## config.mk

```make
export PLATFORM = sky130hd
export DESIGN_NAME = bridge_control_pins
export DESIGN_NICKNAME = d
export VERILOG_FILES = /design/src/common/bridge_pins_pkg.sv /design/src/design/bridge_control_pins.sv /design/src/design/glitch_filter.sv
export SDC_FILE = /design/constraint.sdc
export NUM_CORES = 1
export LEC_CHECK = 0
export CAP_MARGIN = 5
export CORE_ASPECT_RATIO = 0.6
export CORE_MARGIN = 10
export CORE_UTILIZATION = 35
export CTS_CLUSTER_DIAMETER = 80
export CTS_CLUSTER_SIZE = 24
export DETAILED_ROUTE_END_ITERATION = 8
export DONT_BUFFER_PORTS = 1
export PLACE_DENSITY = 0.54
export SYNTH_ARGS = -nofsm -noshare
export SYNTH_HDL_FRONTEND = slang
export SYNTH_SLANG_ARGS = --single-unit
```

## constraint.sdc

```tcl
create_clock -name clk -period 2.97 [get_ports clk]
set_input_delay 0.7425 -clock clk [delete_from_list [all_inputs] [get_ports clk]]
set_output_delay 0.7425 -clock clk [all_outputs]
set_load 0.01 [all_outputs]
```

## src/common/bridge_pins_pkg.sv

```systemverilog
// Constants and carrier types for the bridge control pin logic
package bridge_pins_pkg;

  // Core clock: crystal reference
  localparam int unsigned CLK_HZ = 30_000_000;
  localparam int unsigned CLK_PERIOD_PS = 1_000_000_000 / (CLK_HZ / 1000);

  // Pin counts and filter counter width
  localparam int unsigned GPIO_W = 10;
  localparam int unsigned TEST_SEL_W = 4;
  localparam int unsigned FILT_CNT_W = 8;
  localparam int unsigned FILT_CH = 2;

  // Filter channel indexes
  localparam int unsigned CH_MEDIA = 0;
  localparam int unsigned CH_EJECT = 1;

  // Default stable-sample count for media and eject filters
  localparam logic [FILT_CNT_W-1:0] FILT_LEN_DEF = 8'h08;

  // Configuration value that grants full bus power
  localparam logic [7:0] CFG_VALUE_ACTIVE = 8'h01;

  // Fabrication test inputs in normal operation
  localparam logic [TEST_SEL_W-1:0] TEST_SEL_IDLE = 4'h0;

  // Values after reset
  localparam logic [GPIO_W-1:0] GPIO_RST = 10'h000;
  localparam logic [FILT_CH-1:0] FILT_LEVEL_RST = 2'h3;

  // Asynchronous control inputs, sampled as one group
  typedef struct packed {
    logic port_enable;
    logic int_gate;
    logic drive_ready;
    logic current_class;
    logic bus_power;
    logic drive_power;
  } ctl_raw_s;

  // Status presented to the USB core
  typedef struct packed {
    logic drive_ready;
    logic drive_power_ok;
    logic current_500ma;
    logic bus_power_present;
    logic test_straps_bad;
  } ctl_status_s;

endpackage

```

## src/design/bridge_control_pins.sv

```systemverilog
// Control and status pin logic of the USB to ATA bridge
`timescale 1ns/100ps
`default_nettype none

module bridge_control_pins
  import bridge_pins_pkg::*;
#(
  parameter int unsigned GPIO_WIDTH = GPIO_W
) (
  input wire logic clk,
  input wire logic chip_reset_n,
  input wire ctl_raw_s ctl_raw,
  input wire logic [TEST_SEL_W-1:0] fab_test_sel,
  input wire logic scan_enable,
  input wire logic media_present_n,
  input wire logic eject_request_n,
  input wire logic [GPIO_WIDTH-1:0] gen_io_pins_in,
  input wire logic [GPIO_WIDTH-1:0] cfg_gpio_oe,
  input wire logic [GPIO_WIDTH-1:0] cfg_gpio_out,
  input wire logic cfg_drive_pwr_used,
  input wire logic cfg_drive_pwr_high,
  input wire logic [FILT_CNT_W-1:0] cfg_filter_len,
  input wire logic [7:0] usb_config_value,
  input wire logic usb_low_power,
  input wire logic usb_suspend,
  input wire logic usb_wakeup_enabled,
  input wire logic int_pipe_req,
  input wire logic [7:0] int_pipe_data,
  output logic ata_outputs_oe_q,
  output logic ata_sm_run_q,
  output logic int_pipe_valid_q,
  output logic int_pipe_nak_q,
  output logic [7:0] int_pipe_data_q,
  output ctl_status_s status_q,
  output logic low_power_ind_n_out_q,
  output logic low_power_ind_n_oe_q,
  output logic bus_power_granted_n_out_q,
  output logic bus_power_granted_n_oe_q,
  output logic ready_pullup_enable_out_q,
  output logic ready_pullup_enable_oe_q,
  output logic [GPIO_WIDTH-1:0] gen_io_pins_out_q,
  output logic [GPIO_WIDTH-1:0] gen_io_pins_oe_q,
  output logic [GPIO_WIDTH-1:0] gen_io_pins_sync_q,
  output logic [FILT_CH-1:0] media_eject_level_q,
  output logic remote_wakeup_q
);

  localparam int unsigned RAW_W = $bits(ctl_raw_s) + FILT_CH + GPIO_WIDTH
    + TEST_SEL_W + 1;

  // Sync stages reset to the idle level of the active-low media and
  // eject pins, so the filters see no false edge on reset release
  localparam logic [RAW_W-1:0] SYNC_RST = RAW_W'(FILT_LEVEL_RST)
    << (GPIO_WIDTH + TEST_SEL_W + 1);

  // two-stage synchroniser
  // Stage one feeds stage two only; everything reads stage two
  logic [RAW_W-1:0] meta_q, sync_q;
  // Assertion guard: high from the first edge that runs out of reset
  logic live_q;
  ctl_raw_s ctl_s;
  logic [FILT_CH-1:0] filt_raw_s;
  logic [GPIO_WIDTH-1:0] gpio_s;
  logic [TEST_SEL_W-1:0] test_s;
  logic scan_s;

  always_ff @(posedge clk or negedge chip_reset_n) begin
    if (!chip_reset_n) begin
      meta_q <= SYNC_RST;
      sync_q <= SYNC_RST;
      live_q <= 1'b0;
    end else begin
      live_q <= 1'b1;
      meta_q <= {ctl_raw, eject_request_n, media_present_n, gen_io_pins_in,
                 fab_test_sel, scan_enable};
      sync_q <= meta_q;
    end
  end

  // Unpack the settled samples
  always_comb begin
    {ctl_s, filt_raw_s, gpio_s, test_s, scan_s} = sync_q;
  end

  logic [FILT_CH-1:0] filt_level, filt_change;
  genvar g;
  generate
    for (g = 0; g < FILT_CH; g++) begin : g_filt
      glitch_filter #(
        .CNT_W(FILT_CNT_W),
        .RST_LEVEL(FILT_LEVEL_RST[g])
      ) u_filt (
        .clk(clk),
        .chip_reset_n(chip_reset_n),
        .level_in(filt_raw_s[g]),
        .stable_len(cfg_filter_len),
        .level_q(filt_level[g]),
        .change_q(filt_change[g])
      );
    end
  endgenerate

  // Next values of the output registers, except the open-drain outputs, the GPIO readback and the filter levels
  logic ata_oe_d, ata_run_d, ip_valid_d, ip_nak_d, wake_d;
  logic lp_oe_d, grant_oe_d, pu_out_d, pu_oe_d;
  logic [7:0] ip_data_d;
  logic [GPIO_WIDTH-1:0] gpio_out_d, gpio_oe_d;
  ctl_status_s status_d;

  always_comb begin
    // port enabled runs ATA; disabled floats and halts it
    ata_oe_d = ctl_s.port_enable;
    ata_run_d = ctl_s.port_enable;
    // interrupt data gated by the gate input
    ip_valid_d = int_pipe_req && ctl_s.int_gate;
    ip_nak_d = int_pipe_req && !ctl_s.int_gate;
    ip_data_d = ip_valid_d ? int_pipe_data : int_pipe_data_q;
    status_d.drive_ready = ctl_s.drive_ready;
    status_d.drive_power_ok = cfg_drive_pwr_used &&
      (ctl_s.drive_power == cfg_drive_pwr_high);
    // current class, high means 500 mA class
    status_d.current_500ma = ctl_s.current_class;
    status_d.bus_power_present = ctl_s.bus_power;
    // Flag misuse of test straps, which must stay idle
    status_d.test_straps_bad = (test_s != TEST_SEL_IDLE) || scan_s;
    // low-power indicator; open drain pulls low only
    lp_oe_d = usb_low_power;
    grant_oe_d = (usb_config_value == CFG_VALUE_ACTIVE);
    // pull-up low in suspend, floats with port disabled
    pu_out_d = !usb_suspend;
    pu_oe_d = ctl_s.port_enable;
    gpio_oe_d = cfg_gpio_oe;
    gpio_out_d = cfg_gpio_out;
    // wakeup on any filtered edge when enabled
    wake_d = usb_wakeup_enabled && (|filt_change);
  end

  // reset releases indicators and floats the GPIOs
  always_ff @(posedge clk or negedge chip_reset_n) begin
    if (!chip_reset_n) begin
      ata_outputs_oe_q <= 1'b0;
      ata_sm_run_q <= 1'b0;
      int_pipe_valid_q <= 1'b0;
      int_pipe_nak_q <= 1'b0;
      int_pipe_data_q <= 8'h00;
      status_q <= '0;
      low_power_ind_n_out_q <= 1'b0;
      low_power_ind_n_oe_q <= 1'b0;
      bus_power_granted_n_out_q <= 1'b0;
      bus_power_granted_n_oe_q <= 1'b0;
      ready_pullup_enable_out_q <= 1'b0;
      ready_pullup_enable_oe_q <= 1'b0;
      gen_io_pins_out_q <= GPIO_RST;
      gen_io_pins_oe_q <= GPIO_RST;
      gen_io_pins_sync_q <= GPIO_RST;
      media_eject_level_q <= FILT_LEVEL_RST;
      remote_wakeup_q <= 1'b0;
    end else begin
      ata_outputs_oe_q <= ata_oe_d;
      ata_sm_run_q <= ata_run_d;
      int_pipe_valid_q <= ip_valid_d;
      int_pipe_nak_q <= ip_nak_d;
      int_pipe_data_q <= ip_data_d;
      status_q <= status_d;
      low_power_ind_n_out_q <= 1'b0; // Open drain: only ever drives low
      low_power_ind_n_oe_q <= lp_oe_d;
      bus_power_granted_n_out_q <= 1'b0;
      bus_power_granted_n_oe_q <= grant_oe_d;
      ready_pullup_enable_out_q <= pu_out_d;
      ready_pullup_enable_oe_q <= pu_oe_d;
      gen_io_pins_out_q <= gpio_out_d;
      gen_io_pins_oe_q <= gpio_oe_d;
      gen_io_pins_sync_q <= gpio_s;
      media_eject_level_q <= filt_level;
      remote_wakeup_q <= wake_d;
    end
  end
endmodule // bridge_control_pins

`default_nettype wire

```

## src/design/glitch_filter.sv

```systemverilog
// Stable-sample filter for one synchronised level input
`timescale 1ns/100ps
`default_nettype none

module glitch_filter
  import bridge_pins_pkg::*;
#(
  parameter int unsigned CNT_W = FILT_CNT_W,
  parameter logic RST_LEVEL = 1'b1
) (
  input wire logic clk,
  input wire logic chip_reset_n,
  input wire logic level_in,
  input wire logic [CNT_W-1:0] stable_len,
  output logic level_q,
  output logic change_q
);

  logic [CNT_W-1:0] cnt_q, cnt_d;
  logic level_d, change_d;

  // Count samples that disagree with the accepted level
  always_comb begin
    level_d = level_q;
    change_d = 1'b0;
    cnt_d = '0;
    if (level_in != level_q) begin
      if (cnt_q + CNT_W'(1) >= stable_len) begin
        level_d = level_in;
        change_d = 1'b1;
      end else begin
        cnt_d = cnt_q + CNT_W'(1);
      end
    end
  end

  // Async reset, constants only
  always_ff @(posedge clk or negedge chip_reset_n) begin
    if (!chip_reset_n) begin
      cnt_q <= '0;
      level_q <= RST_LEVEL;
      change_q <= 1'b0;
    end else begin
      cnt_q <= cnt_d;
      level_q <= level_d;
      change_q <= change_d;
    end
  end
endmodule // glitch_filter

`default_nettype wire

```

# ---- Word level (Yosys, flattened, before mapping)
# Index checks and enable logic that the tools add are counted.
dict set report word_totals {
  reg_bits 118
  word_cells 52
  inputBits 75
}
dict set report classes {
  n_addsub 2
  n_lt_le_gt_ge 2
  eq_ne 4
  reduce_logical 11
  mux 8
}
# cell count
set op_table {}
lappend op_table {{$mux W8} 4}
lappend op_table {{$add A8 B1 Y8 const B} 2}
lappend op_table {{$ge A8 B8 Y1} 2}
lappend op_table {{$eq A8 B1 Y1 const B} 1}
lappend op_table {{$logic_and A1 B1 Y1} 4}
lappend op_table {{$mux W1} 4}
lappend op_table {{$reduce_and A2 Y1} 2}
lappend op_table {{$reduce_bool A4 Y1} 1}
lappend op_table {{$logic_not A1 Y1} 2}
lappend op_table {{$ne A1 B1 Y1} 2}
lappend op_table {{$reduce_or A2 Y1} 1}
lappend op_table {{$eq A1 B1 Y1} 1}
lappend op_table {{$logic_or A1 B1 Y1} 1}

# ---- Logic depth before layout (Yosys ltp)
dict set report logic_depth {
  depth_word 4
  mapped_depth 9
  depth_no_buf 9
}

# ---- Modules after synthesis
# From an unflattened synthesis, not the netlist that was laid out.
dict set report hier_totals {
  hier_cells 252
  area_unflattened_um2 3965.1
}
# mod seq_area_each_um2 instances area_each_um2 cells_each
set by_module_without_submodules {}
lappend by_module_without_submodules {bridge_control_pins 2459.9 1 2666.3 124}
lappend by_module_without_submodules {glitch_filter 251.5 2 649.4 64}

# ---- Least setup slack after synthesis
# No wires, ideal clock.
dict set report synth_timing {
  path_type {input port to flip-flop}
  startpoint {input cfg_filter_len[0]}
  endpoint {register g_filt[1].u_filt.level_q}
  n_path_buf 0
  t_required_ps 2888
  setup_slack_ps 836
  t_arrival_ps 2052
  stages 5
  path_cell_list {ha_1 nand2b_1 a2111o_1 a21oi_1 mux2_2}
}
dict set report synth_between {
  elab_chain_cells 2
}
# element line
set synth_lines {}
lappend synth_lines {{start: declaration} bridge_control_pins.sv:22} ;# input wire logic [FILT_CNT_W-1:0] cfg_filter_len,
lappend synth_lines {{$ge A8 B8 Y1} glitch_filter.sv:28} ;# if (cnt_q + CNT_W'(1) >= stable_len) begin
lappend synth_lines {{$reduce_and A2 Y1 (no source line)} n/a}
lappend synth_lines {{end signal: assignment} glitch_filter.sv:45} ;# level_q <= level_d;
lappend synth_lines {{end: declaration} glitch_filter.sv:15} ;# output logic level_q,
# Every way passes these cells.
# A chain may end at the register's enable or synchronous reset.

# ---- Worst setup path in the final report
dict set report layout_timing {
  startpoint {register g_filt[1].u_filt.cnt_q[0]}
  endpoint {register g_filt[1].u_filt.cnt_q[3]}
}
dict set report layout_between {
  elab_chain_cells 4
}
# element line
set layout_lines {}
lappend layout_lines {{start: declaration} glitch_filter.sv:19} ;# logic [CNT_W-1:0] cnt_q, cnt_d;
lappend layout_lines {{start signal: assignment} glitch_filter.sv:44} ;# cnt_q <= cnt_d;
lappend layout_lines {{$add A8 B1 Y8 *} {glitch_filter.sv:28, glitch_filter.sv:32}}
lappend layout_lines {{$ge A8 B8 Y1} glitch_filter.sv:28}
lappend layout_lines {{$mux W8 *} glitch_filter.sv:28}
lappend layout_lines {{$mux W8 *} glitch_filter.sv:27} ;# if (level_in != level_q) begin
lappend layout_lines {{via g_filt[1].u_filt.cnt_d[3]} glitch_filter.sv:19}
# Mark *: on every way through the listed nets, which the timed path passes. The rest lies on a longest branch.

==> impl_metrics.ini <==
[pwr]
fin_total_pwr_mw = 4.15
seqPwrFrac_pct = 45.0
p_clk_share_pct = 47.8
pwr-share-comb_pct = 7.2
p_leak_nw = 2.17
powerDensity_nw_per_um2 = 890
p_int_mw = 3.16
switching_power_mw = 0.991
max-vdd-ir-drop_uv = 380
p_sw_share_pct = 23.9

[synth]
ys_seq_area_share_pct = 75.5
avgSynthCellArea_um2 = 16.0
ys_warn_count = 0
synth_async_sr_flop_share_pct = 100
ys_ff_latch = 118
yosysUniqueCellTypes = 28
synth_top_area_share_pct = 70.2
synthTopCellsByCount = dfrtp_1 (110), ha_1 (18), inv_1 (13)
synth-edff-count = 0
synth_area_um2 = 3920
ys_dominant_reg_cell = dfrtp_1
netlist_top_cells_area = dfrtp_1 (70%), ha_1 (5.7%), dfstp_2 (5.4%), mux2_2 (2.9%), nor2b_2 (2.7%)
synth_area_leader_cell = dfrtp_1
syn_inst = 245
synth.most_common_cell = dfrtp_1

[critical_path]
cp_max_fo = 8
slowest_delay_ns = 0.44
cp-start-kind = register
arrival_ns = 2.63
cp_top_family = compound AO/OA/AOI/OAI gates
required_ns = 3.30
rr_worst_depth = 9
r2r-start = g_filt[1].u_filt.cnt_q[0]$_DFF_PN0_
end_kind = register
crit_top_cell = ha_1
crit_buf_inv = 0
crit_slowest_cell = a211o_2
critPathKind = reg -> reg
reg2reg_to = g_filt[1].u_filt.cnt_q[3]$_DFF_PN0_
ff2ff_setup_slack_ns = 0.67
cp_cell_sequence = ha_1, nand3_1, nor2_1, xor2_1, ha_1, nand2_1, o21ai_0, a211o_2, nor2b_2

[floorplan]
die-area_um2 = 16000
die_h_um = 102
core-area_um2 = 10700
initial_core_util_pct = 36.5
die_w_um = 157
rows = 29
ios = 131

[grt]
grt_max_degree = 119
first_global_vias = 2124
antenna_found_initial = 4
grt_pass1_wl_um = 11800
overflow = 0
grt_util_all_layers_pct = 9.98

[drt]
drc = 0
drt_first_iter_violations = 41
wl_um = 7490
wl_per_cell_um = 18.0
drtPass1Iterations = 4
postRouteAntennaNets = 0
vias_per_cell = 4.43
vias = 1843

[outcome]
outcome = finished, final reports clean

[sta]
setup_viol = 0
hold_viol_final = 0
finalClockSkew_ns = 0.00560
setup_tns_ns = 0
rsz0062_at_grt = no
finalCriticalPeriod_ns = 2.30
drv_slew = 0
finalCritPeriodShare_pct = 77.4
max_freq_mhz = 435

[place]
dpl.hpwl_um = 5480
io_buffer_count = 0
globalplace.congestion = 0.732

[clocking]
htreeDepth = 4
cts.clk_slew.worst_paths_ns = 0.05
tritoncts = done
ctsHoldBuffers = 0
cts_buffer_depth = 2
cts_buffers = 17
post_cts_resized = 0
root_buffer = clkbuf_16
clkLatencyLatePin_ns = 0.40
clock_sinks = 118
cts_setup_buffers = 0

[hold_path]
hp-class = in -> async

[layout]
area_growth_pct = 19.0
finalNetCount = 354
final_layout_size_suffix_gt1_share_pct = 23.7

[flow_run]
cap_violations = 0
-- stage by stage --
stage	hold slack, ns	cell area [µm²]	worst slack (ns)	util [%]	instances
CTS	0.0210	4660	0.673	43.4	413
global route	0.0110	4670	0.407	43.4	415
finish	0.0424	4670	0.671	43.5	416
global placement	0.332	4070	0.761	37.9	381
floorplan	0.331	3930	0.836	-	246
detailed placement	0.335	4070	0.698	37.9	381
-- sequential cells by signal, indices dropped and copies added, names as in the netlist --
signal / cells
media_eject_level_q: 2
int_pipe_valid_q: 1
gen_io_pins_sync_q: 10
ready_pullup_enable_out_q: 1
meta_q: 23
g_filt.u_filt.level_q: 2
gen_io_pins_oe_q: 10
ready_pullup_enable_oe_q: 1
low_power_ind_n_oe_q: 1
g_filt.u_filt.change_q: 2
status_q: 5
bus_power_granted_n_oe_q: 1
sync_q: 23
int_pipe_data_q: 8
g_filt.u_filt.cnt_q: 16
remote_wakeup_q: 1
gen_io_pins_out_q: 10
int_pipe_nak_q: 1
-- kinds of logic after synthesis --
logic type / after synthesis / share of synthesized area (%)
other cells: 1 / 0.0956
flops: 118 / 75.5
mux: 10 / 2.87
buf+inv: 17 / 2.01
simple gates: 49 / 7.62
xor+xnor: 15 / 3.35
fa+ha+maj: 18 / 5.74
compound gates: 17 / 2.81
-- cell type report --
cell class	count	area, µm²
fillers	998	6070
flip-flops and latches	118	2960
multi-input cells	111	886
clock buffers	19	443
well taps	139	174
clock inverters	13	146
inverters	13	48.8
diodes	3	7.51
-- routing by layer --
metal / global-route usage [%] / vias up / wire length [µm]
met5: 0 / - / 7
met4: 3.68 / 2 / 13
met3: 8.22 / 4 / 1120
met2: 14.2 / 88 / 3230
met1: 10.9 / 906 / 3110
li1: - / 843 / -
-- worst reg2reg max path: cells and delay by family (launching register included) --
| kind | cells | cell delay (ns) |
|---|---|---|
| compound gates | 2 | 0.56 |
| xor+xnor | 1 | 0.25 |
| simple gates | 4 | 0.49 |
| flops | 1 | 0.42 |
| fa+ha+maj | 2 | 0.51 |
-- worst max-delay path by stage --
stage                                   startpoint                              endpoint  slack [ns]  cells past startpoint
2_1_floorplan                    cfg_filter_len[0]  g_filt[1].u_filt.level_q$_DFFE_PN1P_        0.84                      5
3_3_place_gp   g_filt[1].u_filt.cnt_q[0]$_DFF_PN0_   g_filt[1].u_filt.cnt_q[5]$_DFF_PN0_        0.76                      9
3_5_place_dp   g_filt[1].u_filt.cnt_q[0]$_DFF_PN0_   g_filt[1].u_filt.cnt_q[2]$_DFF_PN0_        0.70                      9
4_1_cts        g_filt[1].u_filt.cnt_q[0]$_DFF_PN0_   g_filt[1].u_filt.cnt_q[3]$_DFF_PN0_        0.67                      9
5_1_grt        g_filt[1].u_filt.cnt_q[0]$_DFF_PN0_  g_filt[1].u_filt.level_q$_DFFE_PN1P_        0.41                      9
6_report       g_filt[1].u_filt.cnt_q[0]$_DFF_PN0_   g_filt[1].u_filt.cnt_q[3]$_DFF_PN0_        0.67                      9
-- power groups by stage --
stage,Combinational (mW),Sequential (mW),Clock [mW]
2_1_floorplan,0.246,1.87,0
3_3_place_gp,0.293,1.90,0
3_5_place_dp,0.298,1.90,0
4_1_cts,0.301,1.87,2.05
5_1_grt,0.343,1.89,2.13
6_report,0.299,1.87,1.99
-- placed cells by master (no fill, tap or decap), types with 3 or more instances in the layout --
| master | n |
|---|---|
| ha_1 | 18 |
| inv_1 | 13 |
| nor2_1 | 8 |
| nand3_1 | 4 |
| mux2_2 | 10 |
| clkbuf_16 | 17 |
| and2_1 | 3 |
| xor2_1 | 6 |
| o21ai_0 | 4 |
| a21oi_1 | 8 |
| diode_2 | 3 |
| inv_6 | 3 |
| clkinv_4 | 4 |
| nand2_1 | 8 |
| dfrtp_1 | 110 |
| dfstp_2 | 8 |
| nor2b_2 | 12 |
| xnor2_1 | 9 |
(Power assumes the default switching activity.)
